**src/verilog/ddac_pkg.sv**
```systemverilog
// Purpose: shared constants of the dual converter front end
// Assumes: 5-bit register address space, 8-bit registers
// Notes: delay taps are modelled in units of one history step
package ddac_pkg;
   // register addresses
   localparam logic [4:0] ADDR_DATA_CTRL = 5'h02;
   localparam logic [4:0] ADDR_POWER_DOWN = 5'h03;
   localparam logic [4:0] ADDR_SETUP_HOLD = 5'h04;
   localparam logic [4:0] ADDR_SAMPLE_DLY = 5'h05;
   localparam logic [4:0] ADDR_SEEK = 5'h06;
   localparam logic [4:0] ADDR_MIX_MODE = 5'h0a;
   localparam logic [4:0] ADDR_AUX_ONE_LOW = 5'h0d;
   localparam logic [4:0] ADDR_AUX_ONE_HIGH = 5'h0e;
   localparam logic [4:0] ADDR_FS_TWO_LOW = 5'h0f;
   localparam logic [4:0] ADDR_FS_TWO_HIGH = 5'h10;
   localparam logic [4:0] ADDR_AUX_TWO_LOW = 5'h11;
   localparam logic [4:0] ADDR_AUX_TWO_HIGH = 5'h12;
   localparam logic [4:0] ADDR_TEST_CTRL = 5'h1a;
   localparam logic [4:0] ADDR_RES_ONE_LOW = 5'h1b;
   localparam logic [4:0] ADDR_RES_ONE_HIGH = 5'h1c;
   localparam logic [4:0] ADDR_RES_TWO_LOW = 5'h1d;
   localparam logic [4:0] ADDR_RES_TWO_HIGH = 5'h1e;
   localparam logic [4:0] ADDR_IDENTITY = 5'h1f;
   // reset values
   localparam logic [7:0] RST_ZERO = 8'h00;
   localparam logic [7:0] RST_FS_TWO_LOW = 8'hf9;
   localparam logic [7:0] RST_FS_TWO_HIGH = 8'h01;
   // pin mode forced values
   localparam logic [7:0] PIN_MIX_VALUE = 8'h05;
   localparam logic [7:0] PIN_PD_VALUE = 8'hff;
   // field positions
   localparam int BIT_FORMAT = 7;
   localparam int BIT_INV_CLK = 4;
   localparam int BIT_PD_CLKOUT = 7;
   localparam int BIT_PD_INPUT = 6;
   localparam int BIT_PIN_SEL = 7;
   localparam int BIT_SINK_SEL = 6;
   localparam int BIT_TEST_GO = 7;
   localparam int BIT_TEST_XFER = 6;
   localparam int BIT_TEST_CLR = 5;
   localparam int BIT_OVERFLOW = 7;
   // delay step sizes and model tap
   localparam int SETUP_HOLD_STEP_PS = 80;
   localparam int SAMPLE_STEP_PS = 160;
   localparam int TAP_PS = 80;
   localparam int SAMPLE_TAPS_PER_CODE = SAMPLE_STEP_PS / TAP_PS;
   localparam int SH_TAPS_PER_CODE = SETUP_HOLD_STEP_PS / TAP_PS;
   // history line layout
   localparam int HIST_BASE = 16;
   localparam int HIST_DEPTH = 128;
   // buffering
   localparam int FIFO_DEPTH = 32;
   localparam int PAIR_WIDTH = 32;
   // clock
   localparam int CLK_PERIOD_PS = 10000;
endpackage

```
**src/verilog/ddac_front.sv**
```systemverilog
// Purpose: control registers, pin mode and data capture of a dual converter
// Assumes: inputs synchronous to clk; one history step stands for one tap
// Notes: fifo depth must be a power of two
`timescale 1ns/100ps

////////////////////////////////////////////////////////////////////////////
module ddac_fifo #(
   parameter int WIDTH = 32,
   parameter int DEPTH = 32
) (
   // clock and reset
   input wire logic clk,
   input wire logic sys_rst,
   // fill side
   input wire logic [WIDTH-1:0] in_data,
   input wire logic in_valid,
   output logic in_ready,
   // drain side
   output logic [WIDTH-1:0] out_data,
   output logic out_valid,
   input wire logic out_ready
);
   localparam int AW = $clog2(DEPTH);
   localparam logic [AW:0] FULL_COUNT = (AW + 1)'(DEPTH);

   logic [WIDTH-1:0] mem [DEPTH];
   logic [AW-1:0] wr_ptr;
   logic [AW-1:0] rd_ptr;
   logic [AW:0] count;
   logic push;
   logic pop;

   // handshake terms
   assign in_ready = (count != FULL_COUNT);
   assign out_valid = (count != '0);
   assign out_data = mem[rd_ptr];
   assign push = in_valid && in_ready;
   assign pop = out_valid && out_ready;

   // storage write
   always_ff @(posedge clk) begin
      if (push) begin
         mem[wr_ptr] <= in_data;
      end
   end

   // pointers and fill count
   always_ff @(posedge clk) begin
      if (sys_rst) begin
         wr_ptr <= '0;
         rd_ptr <= '0;
         count <= '0;
      end else begin
         if (push) begin
            wr_ptr <= wr_ptr + 1'b1;
         end
         if (pop) begin
            rd_ptr <= rd_ptr + 1'b1;
         end
         case ({push, pop})
            2'b10: count <= count + 1'b1;
            2'b01: count <= count - 1'b1;
            default: count <= count;
         endcase
      end
   end
endmodule // ddac_fifo

////////////////////////////////////////////////////////////////////////////
module ddac_front
   import ddac_pkg::*;
#(
   parameter logic [3:0] SILICON_VERSION = 4'h1, // arbitrary value
   parameter logic [3:0] DEVICE_CODE = 4'h2, // arbitrary value
   parameter int DATA_WIDTH = 16
) (
   // clock and reset
   input wire logic clk,
   input wire logic sys_rst,
   // register port
   input wire logic [4:0] reg_addr,
   input wire logic [7:0] reg_wdata,
   input wire logic reg_wr,
   input wire logic reg_rd,
   output logic [7:0] reg_rdata,
   // serial port pins in pin mode
   input wire logic serial_data_pin,
   input wire logic chip_select_pin,
   input wire logic serial_out_pin,
   // data port from source
   input wire logic [DATA_WIDTH-1:0] lvds_data,
   input wire logic iq_marking_clock_in,
   output logic clock_to_source,
   // converter word outputs
   output logic [DATA_WIDTH-1:0] dac_i_word,
   output logic [DATA_WIDTH-1:0] dac_q_word,
   output logic dac_word_valid,
   input wire logic dac_ready,
   // analog control words
   output logic [7:0] data_control,
   output logic [7:0] power_down,
   output logic [7:0] mix_mode,
   output logic [7:0] aux_one_low,
   output logic [7:0] aux_one_high,
   output logic [7:0] fs_two_low,
   output logic [7:0] fs_two_high,
   output logic [7:0] aux_two_low,
   output logic [7:0] aux_two_high
);
   localparam int HW = $clog2(HIST_DEPTH);

   logic [7:0] setup_hold;
   logic [7:0] sample_dly;
   logic [7:0] test_ctrl;
   logic [15:0] self_test_result_one;
   logic [15:0] self_test_result_two;
   logic [15:0] sig_one;
   logic [15:0] sig_two;
   logic seek;
   logic overflow;
   logic [DATA_WIDTH-1:0] hist_d [HIST_DEPTH];
   logic [HIST_DEPTH-1:0] hist_m;
   logic [HW-1:0] data_idx;
   logic [HW-1:0] mark_idx;
   logic [DATA_WIDTH-1:0] cap_word;
   logic [DATA_WIDTH-1:0] fmt_word;
   logic mark_sample;
   logic edge_phase;
   logic [DATA_WIDTH-1:0] i_hold;
   logic have_i;
   logic [PAIR_WIDTH-1:0] pair_data;
   logic pair_valid;
   logic fifo_in_ready;
   logic [PAIR_WIDTH-1:0] fifo_out_data;
   logic fifo_out_valid;
   logic fifo_out_ready;
   logic clk_div;
   logic wr_en;
   logic go_strobe;
   logic xfer_strobe;
   logic clr_strobe;
   logic [7:0] next_rdata;

   // documented field views
   logic [9:0] aux_current_word_one;
   logic [9:0] aux_current_word_two;
   logic [9:0] second_full_scale_word;
   logic aux_one_pin_select;
   logic aux_one_sink_select;
   logic aux_two_pin_select;
   logic aux_two_sink_select;
   logic self_test_go;
   logic [4:0] sampling_delay;
   logic [3:0] setup_delay;
   logic [3:0] hold_delay;

   assign aux_current_word_one = {aux_one_high[1:0], aux_one_low};
   assign aux_one_pin_select = aux_one_high[BIT_PIN_SEL];
   assign aux_one_sink_select = aux_one_high[BIT_SINK_SEL];
   assign second_full_scale_word = {fs_two_high[1:0], fs_two_low};
   assign aux_current_word_two = {aux_two_high[1:0], aux_two_low};
   assign aux_two_pin_select = aux_two_high[BIT_PIN_SEL];
   assign aux_two_sink_select = aux_two_high[BIT_SINK_SEL];
   assign self_test_go = test_ctrl[BIT_TEST_GO];
   assign sampling_delay = sample_dly[4:0];
   assign setup_delay = setup_hold[7:4];
   assign hold_delay = setup_hold[3:0];

   // write strobes; pin mode blocks register access
   assign wr_en = reg_wr && !sys_rst;
   assign go_strobe = wr_en && (reg_addr == ADDR_TEST_CTRL) && reg_wdata[BIT_TEST_GO];
   assign xfer_strobe = wr_en && (reg_addr == ADDR_TEST_CTRL) && reg_wdata[BIT_TEST_XFER];
   assign clr_strobe = wr_en && (reg_addr == ADDR_TEST_CTRL) && reg_wdata[BIT_TEST_CLR];

   ////////////////////////////////////////////////////////////////////////
   // pin mode registers: defaults plus pin-selected options
   always_ff @(posedge clk) begin
      if (sys_rst) begin
         data_control <= RST_ZERO;
         data_control[BIT_FORMAT] <= serial_data_pin;
         mix_mode <= chip_select_pin ? PIN_MIX_VALUE : RST_ZERO;
         power_down <= serial_out_pin ? PIN_PD_VALUE : RST_ZERO;
      end else if (wr_en) begin
         case (reg_addr)
            ADDR_DATA_CTRL: data_control <= reg_wdata;
            ADDR_MIX_MODE: mix_mode <= reg_wdata;
            ADDR_POWER_DOWN: power_down <= reg_wdata;
            default: data_control <= data_control;
         endcase
      end
   end

   // timing, analog control and self-test control registers
   always_ff @(posedge clk) begin
      if (sys_rst) begin
         setup_hold <= RST_ZERO;
         sample_dly <= RST_ZERO;
         aux_one_low <= RST_ZERO;
         aux_one_high <= RST_ZERO;
         fs_two_low <= RST_FS_TWO_LOW;
         fs_two_high <= RST_FS_TWO_HIGH;
         aux_two_low <= RST_ZERO;
         aux_two_high <= RST_ZERO;
         test_ctrl <= RST_ZERO;
      end else if (wr_en) begin
         case (reg_addr)
            ADDR_SETUP_HOLD: setup_hold <= reg_wdata;
            ADDR_SAMPLE_DLY: sample_dly <= {3'h0, reg_wdata[4:0]};
            ADDR_AUX_ONE_LOW: aux_one_low <= reg_wdata;
            ADDR_AUX_ONE_HIGH: aux_one_high <= {reg_wdata[7:6], 4'h0, reg_wdata[1:0]};
            ADDR_FS_TWO_LOW: fs_two_low <= reg_wdata;
            ADDR_FS_TWO_HIGH: fs_two_high <= {6'h00, reg_wdata[1:0]};
            ADDR_AUX_TWO_LOW: aux_two_low <= reg_wdata;
            ADDR_AUX_TWO_HIGH: aux_two_high <= {reg_wdata[7:6], 4'h0, reg_wdata[1:0]};
            ADDR_TEST_CTRL: test_ctrl <= {reg_wdata[7:5], 5'h00};
            default: setup_hold <= setup_hold;
         endcase
      end
   end

   ////////////////////////////////////////////////////////////////////////
   // input history line, one entry per tap
   always_ff @(posedge clk) begin
      hist_d[0] <= lvds_data;
      hist_m <= {hist_m[HIST_DEPTH-2:0], iq_marking_clock_in};
   end

   genvar k;
   generate
      for (k = 1; k < HIST_DEPTH; k++) begin : g_hist
         always_ff @(posedge clk) begin
            hist_d[k] <= hist_d[k-1];
         end
      end
   endgenerate

   // tap selection: sample delay moves data, setup earlier, hold later
   assign data_idx = HW'(HIST_BASE) + HW'(sampling_delay * SAMPLE_TAPS_PER_CODE);
   assign mark_idx = data_idx + HW'(setup_delay * SH_TAPS_PER_CODE)
      - HW'(hold_delay * SH_TAPS_PER_CODE);
   assign cap_word = hist_d[data_idx];
   assign mark_sample = hist_m[mark_idx];
   assign fmt_word = data_control[BIT_FORMAT] ? cap_word
      : {~cap_word[DATA_WIDTH-1], cap_word[DATA_WIDTH-2:0]};

   // edge phase: even steps rising, odd steps falling
   always_ff @(posedge clk) begin
      if (sys_rst) begin
         edge_phase <= 1'b0;
      end else begin
         edge_phase <= ~edge_phase;
      end
   end

   // timing status from delayed marking sample on rising steps
   always_ff @(posedge clk) begin
      if (sys_rst) begin
         seek <= 1'b0;
      end else if (!edge_phase && !power_down[BIT_PD_INPUT]) begin
         seek <= mark_sample;
      end
   end

   // demultiplex: marking high tags the I word, the next word is Q
   always_ff @(posedge clk) begin
      if (sys_rst) begin
         i_hold <= '0;
         have_i <= 1'b0;
         pair_data <= '0;
         pair_valid <= 1'b0;
      end else begin
         pair_valid <= 1'b0;
         if (!power_down[BIT_PD_INPUT]) begin
            if (mark_sample) begin
               i_hold <= fmt_word;
               have_i <= 1'b1;
            end else if (have_i) begin
               pair_data <= {i_hold, fmt_word};
               pair_valid <= 1'b1;
               have_i <= 1'b0;
            end
         end
      end
   end

   // sticky overflow when the buffer refuses a pair; set beats clear
   always_ff @(posedge clk) begin
      if (sys_rst) begin
         overflow <= 1'b0;
      end else if (pair_valid && !fifo_in_ready) begin
         overflow <= 1'b1;
      end else if (wr_en && (reg_addr == ADDR_SEEK) && reg_wdata[BIT_OVERFLOW]) begin
         overflow <= 1'b0;
      end
   end

   ddac_fifo #(
      .WIDTH(PAIR_WIDTH),
      .DEPTH(FIFO_DEPTH)
   ) u_fifo (
      .clk(clk),
      .sys_rst(sys_rst),
      .in_data(pair_data),
      .in_valid(pair_valid),
      .in_ready(fifo_in_ready),
      .out_data(fifo_out_data),
      .out_valid(fifo_out_valid),
      .out_ready(fifo_out_ready)
   );

   // retimed output stage toward the converters
   assign fifo_out_ready = !dac_word_valid || dac_ready;

   always_ff @(posedge clk) begin
      if (sys_rst) begin
         dac_i_word <= '0;
         dac_q_word <= '0;
         dac_word_valid <= 1'b0;
      end else if (fifo_out_ready) begin
         dac_word_valid <= fifo_out_valid;
         if (fifo_out_valid) begin
            dac_i_word <= fifo_out_data[PAIR_WIDTH-1:DATA_WIDTH];
            dac_q_word <= fifo_out_data[DATA_WIDTH-1:0];
         end
      end
   end

   ////////////////////////////////////////////////////////////////////////
   // signature step for the self-test accumulators
   function automatic logic [15:0] sig_step(input logic [15:0] s, input logic [15:0] d);
      sig_step = {s[14:0], s[15] ^ s[14] ^ s[12] ^ s[3]} ^ d;
   endfunction

   // self-test accumulators run on words leaving the buffer
   always_ff @(posedge clk) begin
      if (sys_rst || clr_strobe) begin
         sig_one <= '0;
         sig_two <= '0;
      end else if (go_strobe) begin
         sig_one <= '0;
         sig_two <= '0;
      end else if (self_test_go && fifo_out_valid && fifo_out_ready) begin
         sig_one <= sig_step(sig_one, 16'(fifo_out_data[PAIR_WIDTH-1:DATA_WIDTH]));
         sig_two <= sig_step(sig_two, 16'(fifo_out_data[DATA_WIDTH-1:0]));
      end
   end

   // readable results: clear wins over transfer
   always_ff @(posedge clk) begin
      if (sys_rst || clr_strobe) begin
         self_test_result_one <= '0;
         self_test_result_two <= '0;
      end else if (xfer_strobe) begin
         self_test_result_one <= sig_one;
         self_test_result_two <= sig_two;
      end
   end

   ////////////////////////////////////////////////////////////////////////
   // clock output at half rate, invertible, stopped by power-down
   always_ff @(posedge clk) begin
      if (sys_rst) begin
         clk_div <= 1'b0;
         clock_to_source <= 1'b0;
      end else begin
         clk_div <= ~clk_div;
         clock_to_source <= power_down[BIT_PD_CLKOUT] ? 1'b0
            : (~clk_div ^ data_control[BIT_INV_CLK]);
      end
   end

   // read mux
   always_comb begin
      next_rdata = 8'h00;
      case (reg_addr)
         ADDR_DATA_CTRL: next_rdata = data_control;
         ADDR_POWER_DOWN: next_rdata = power_down;
         ADDR_SETUP_HOLD: next_rdata = setup_hold;
         ADDR_SAMPLE_DLY: next_rdata = sample_dly;
         ADDR_SEEK: next_rdata = {overflow, 6'h00, seek};
         ADDR_MIX_MODE: next_rdata = mix_mode;
         ADDR_AUX_ONE_LOW: next_rdata = aux_one_low;
         ADDR_AUX_ONE_HIGH: next_rdata = aux_one_high;
         ADDR_FS_TWO_LOW: next_rdata = fs_two_low;
         ADDR_FS_TWO_HIGH: next_rdata = fs_two_high;
         ADDR_AUX_TWO_LOW: next_rdata = aux_two_low;
         ADDR_AUX_TWO_HIGH: next_rdata = aux_two_high;
         ADDR_TEST_CTRL: next_rdata = test_ctrl;
         ADDR_RES_ONE_LOW: next_rdata = self_test_result_one[7:0];
         ADDR_RES_ONE_HIGH: next_rdata = self_test_result_one[15:8];
         ADDR_RES_TWO_LOW: next_rdata = self_test_result_two[7:0];
         ADDR_RES_TWO_HIGH: next_rdata = self_test_result_two[15:8];
         ADDR_IDENTITY: next_rdata = {SILICON_VERSION, DEVICE_CODE};
         default: next_rdata = 8'h00;
      endcase
   end

   // registered read data
   always_ff @(posedge clk) begin
      if (sys_rst) begin
         reg_rdata <= 8'h00;
      end else if (reg_rd) begin
         reg_rdata <= next_rdata;
      end
   end
endmodule // ddac_front

```
**config.mk**
```make
export PLATFORM = sky130hd
export DESIGN_NAME = ddac_front
export DESIGN_NICKNAME = d
export VERILOG_FILES = /design/src/verilog/ddac_pkg.sv /design/src/verilog/ddac_front.sv
export SDC_FILE = /design/constraint.sdc
export NUM_CORES = 2
export LEC_CHECK = 0
export ABC_AREA = 1
export BUFFER_PORTS_ARGS = -buffer_cell sky130_fd_sc_hd__buf_2
export CAP_MARGIN = 20
export CORE_ASPECT_RATIO = 0.8
export CORE_MARGIN = 2
export CORE_UTILIZATION = 33
export CTS_CLUSTER_SIZE = 10
export DETAILED_ROUTE_END_ITERATION = 16
export GPL_ROUTABILITY_DRIVEN = 0
export PLACE_DENSITY_LB_ADDON = 0.05
export SLEW_MARGIN = 10
export SYNTH_ARGS = -nofsm -noshare
export SYNTH_HDL_FRONTEND = slang
export SYNTH_SLANG_ARGS = --single-unit
```
**constraint.sdc**
```tcl
create_clock -name clk -period 4.1 [get_ports clk]
set_clock_uncertainty 0.1 [all_clocks]
set_input_delay 0.82 -clock clk [delete_from_list [all_inputs] [get_ports clk]]
set_output_delay 0.82 -clock clk [all_outputs]
set_load 0.05 [all_outputs]
```
==> impl_metrics.json <==
{
  "status": "complete, no violations",
  "crit_required_ns": 4.78,
  "path_buf_inv": 4,
  "pin_count": 152,
  "path_delay_family": "simple AND/OR/NAND/NOR gates",
  "drive_above_1_share_pct": 9.75,
  "yosysSeqAreaShare_pct": 75.3,
  "power_density_nw_per_um2": 618,
  "ys_warn_count": 0,
  "final-setup-viol-count": 0,
  "timing.fmax_ghz": 0.265,
  "wl_um": 321000,
  "vias": 66800,
  "clockBufferDepth": 4,
  "slew_violations": 0,
  "grt_usage_pct": 19.4,
  "cts.clk_slew.worst_paths_ns": 0.06,
  "fill_cells": 30500,
  "area_growth_pct": 16.9,
  "finalNonFillerCells": 13700,
  "finalSetupTns_ns": 0,
  "worstMarginPinSlew_ns": 1.01,
  "holdBufCountCts": 17,
  "rsz0062_at_grt": "no",
  "start_util_pct": 33.1,
  "final_core_util_pct": 38.8,
  "cts_made_buffers": 391,
  "grt_pass1_wl_um": 468000,
  "clockRootBuffer": "clkbuf_16",
  "ctsResizeCount": 0,
  "hpwlAfterDp_um": 194000,
  "slowest_stage": "fa_1",
  "cpMostUsedCell": "nand3_1",
  "syn-cell-area_sq_um": 105000,
  "hold_class": "in -> reg",
  "wire_per_inst_um": 23.5,
  "place.port_buffers": 137,
  "viasPerCell": 4.89,
  "grt_start_max_net_pins": 125,
  "overflow": 0,
  "die_w_um": 635,
  "drt_iter0_markers": 5018,
  "grt_antenna_before_repair": 20,
  "drt.antenna.violating_nets": 0,
  "htree_levels": 5,
  "critPathMaxFanout": 18,
  "total_leakage_power_nw": 46.1,
  "final_common_cell": "dfxtp_1",
  "place_inst": 13100,
  "dr.pass1.iters": 7,
  "path_cells": "inv_1 -> fa_1 -> ha_1 -> inv_1 -> fa_1 -> inv_1 -> nand3_1 -> nand3_1 -> nand3_1 -> nand3_1 -> nand3_2 -> nand2_4 -> buf_4 -> nand3_1 -> nand2_1 -> nor2_1",
  "end_kind": "flop",
  "irDropWorstVdd_mv": 0.333,
  "max_cap_violations": 0,
  "cpPeakStageDelay_ns": 0.55,
  "core-area_sq_um": 318000,
  "fp-row-count": 185,
  "cts_tree": "built",
  "ys_ff_latch": 3439,
  "cts.sinks": 3439,
  "synth_cell_type_count": 43,
  "cp-start-kind": "flop",
  "fin_crit_sh_pct": 92.2,
  "critPathKind": "reg -> reg",
  "reg2reg_slack_ns": 0.32,
  "avgSynthCellArea_sq_um": 11.7,
  "die_y_um": 509,
  "die_area_sq_um": 324000,
  "cts_setup_buffers": 0,
  "mostFrequentLayoutCells": "dfxtp_1 (2385), nand2_1 (1239), edfxtp_1 (1041)",
  "nets": 9374,
  "worstPathArrival_ns": 4.46,
  "post-route-drc-count": 0,
  "grt_pass1_vias": 65600,
  "post-route-min-period_ns": 3.78,
  "relSlewSlack_pct": 32.5,
  "syn_inst": 9007,
  "whs_ns": 0.179,
  "final_hold_viol_count": 0,
  "worstSkewPairLatency_ns": 0.91
}
==> cell usage after synthesis <==
library cell / number / share of area [%]
dfxtp_1: 2398 / 46
nand2_1: 1240 / 4.4
edfxtp_1: 1041 / 30
nand3_1: 1023 / 4.9
nor2_1: 965 / 3.4
o21ai_0: 823 / 3.9
clkbuf_1: 294 / 1.0
inv_1: 268 / 0.96
o221ai_1: 211 / 1.8
a21oi_1: 170 / 0.81
buf_2: 155 / 0.74
o22ai_1: 126 / 0.75
buf_1: 49 / 0.17
o211ai_1: 44 / 0.31
buf_4: 35 / 0.25
a211oi_1: 23 / 0.16
nand4_1: 19 / 0.11
ha_1: 16 / 0.19
a221oi_1: 14 / 0.12
o31ai_1: 14 / 0.10
inv_2: 9 / 0.032
nor3_1: 9 / 0.043
o21ai_1: 9 / 0.043
xor2_1: 9 / 0.075
xnor2_1: 6 / 0.050
buf_6: 5 / 0.053
clkinv_1: 4 / 0.014
fa_1: 4 / 0.076
nand3b_1: 3 / 0.021
o2111ai_1: 3 / 0.025
a32oi_1: 2 / 0.017
nand3_2: 2 / 0.019
nor4_1: 2 / 0.012
o32ai_1: 2 / 0.017
xnor2_2: 2 / 0.031
a22o_1: 1 / 0.0083
a31oi_1: 1 / 0.0059
conb_1: 1 / 0.0036
nand2_4: 1 / 0.011
nor3b_1: 1 / 0.0071
o211ai_2: 1 / 0.012
o311ai_0: 1 / 0.0083
or2_1: 1 / 0.0059
==> area by class of cell <==
type / instances / area, sq um / area share (%)
inverter: 281 / 1090 / 0.887
tap: 4207 / 5260 / 4.28
clock inverter: 15 / 203 / 0.165
clock buffer: 513 / 10500 / 8.56
timing repair buffer: 441 / 3780 / 3.07
sequential: 3439 / 79300 / 64.4
multi-input combinational: 4762 / 22900 / 18.6
antenna: 10 / 25.0 / 0.0203
==> logic make-up (layout without fill, tap and decap cells) <==
family,after synthesis,count (layout),synth area share [%]
AO/OA/AOI/OAI,1445,1445,8.05
XOR/XNOR,17,17,0.156
adder cells (fa/ha/maj),20,20,0.266
buffers and inverters,819,1250,3.26
flip-flops,3439,3439,75.3
other,1,24,0.00356
AND/OR/NAND/NOR,3266,3266,13.0
==> flip-flops by register name, summed over array words and instances, names as in the netlist, 6 cells and up, named ones only <==
name and cells:
u_fifo.count 6, reg_rdata 8, dac_i_word 16, dac_q_word 16, aux_two_low 8, aux_one_low 8
i_hold 16, hist_d 2032, hist_m 128, setup_hold 8, sig_one 16, sig_two 16
fs_two_low 8, self_test_result_one 16, power_down 8, u_fifo.mem 1024, pair_data 32, mix_mode 8
data_control 8, self_test_result_two 16
==> path summary, 6_finish.rpt <==
kind / start / cells after the start / to
worst max register to register: setup_hold[1]$_SDFFE_PP0P_ / 16 / pair_data[0]$_SDFFE_PP0P_
worst min register to register: hist_d[5][1]$_DFF_P_ / 0 / hist_d[6][1]$_DFF_P_
worst min-delay path: reg_wdata[1] / 3 / sample_dly[1]$_SDFFE_PP0P_
worst max-delay path: setup_hold[1]$_SDFFE_PP0P_ / 16 / pair_data[0]$_SDFFE_PP0P_
==> layer usage <==
| metal | global-route usage, % | share of wire (%) | vias up |
|---|---|---|---|
| li1 | - | - | 31500 |
| met1 | 28.7 | 49 | 33200 |
| met2 | 29.6 | 43 | 1654 |
| met3 | 2.85 | 4.9 | 488 |
| met4 | 5.42 | 2.6 | 2 |
| met5 | 0 | 0.0041 | - |
==> power by group <==
| group | total [mW] | leakage (nW) | switching (mW) | internal (mW) |
|---|---|---|---|---|
| Sequential | 36.4 | 29.5 | 0.548 | 35.8 |
| Clock | 30.6 | 5.22 | 12.9 | 17.7 |
| Combinational | 9.11 | 11.3 | 6.57 | 2.53 |
==> worst register-to-register path, cell delays in order, from the launching register on <==
cell	delay, ns
dfxtp_1	0.33
inv_1	0.08
fa_1	0.55
ha_1	0.16
inv_1	0.06
fa_1	0.50
inv_1	0.41
nand3_1	0.16
nand3_1	0.10
nand3_1	0.08
nand3_1	0.11
nand3_2	0.26
nand2_4	0.30
buf_4	0.26
nand3_1	0.09
nand2_1	0.09
nor2_1	0.05
==> metrics by stage <==
step | setup WS (ns) | instance area [sq um] | power (mW)
2_1_floorplan | 0.552 | 105000 | 42.5
3_3_place_gp | 0.424 | 112000 | 46.2
3_5_place_dp | 0.336 | 112000 | 46.3
4_1_cts | 0.354 | 123000 | 77.1
5_1_grt | 0.0396 | 123000 | 79.3
6_report | 0.319 | 123000 | 76.1
Note: power is estimated with default switching activity, not from simulation.
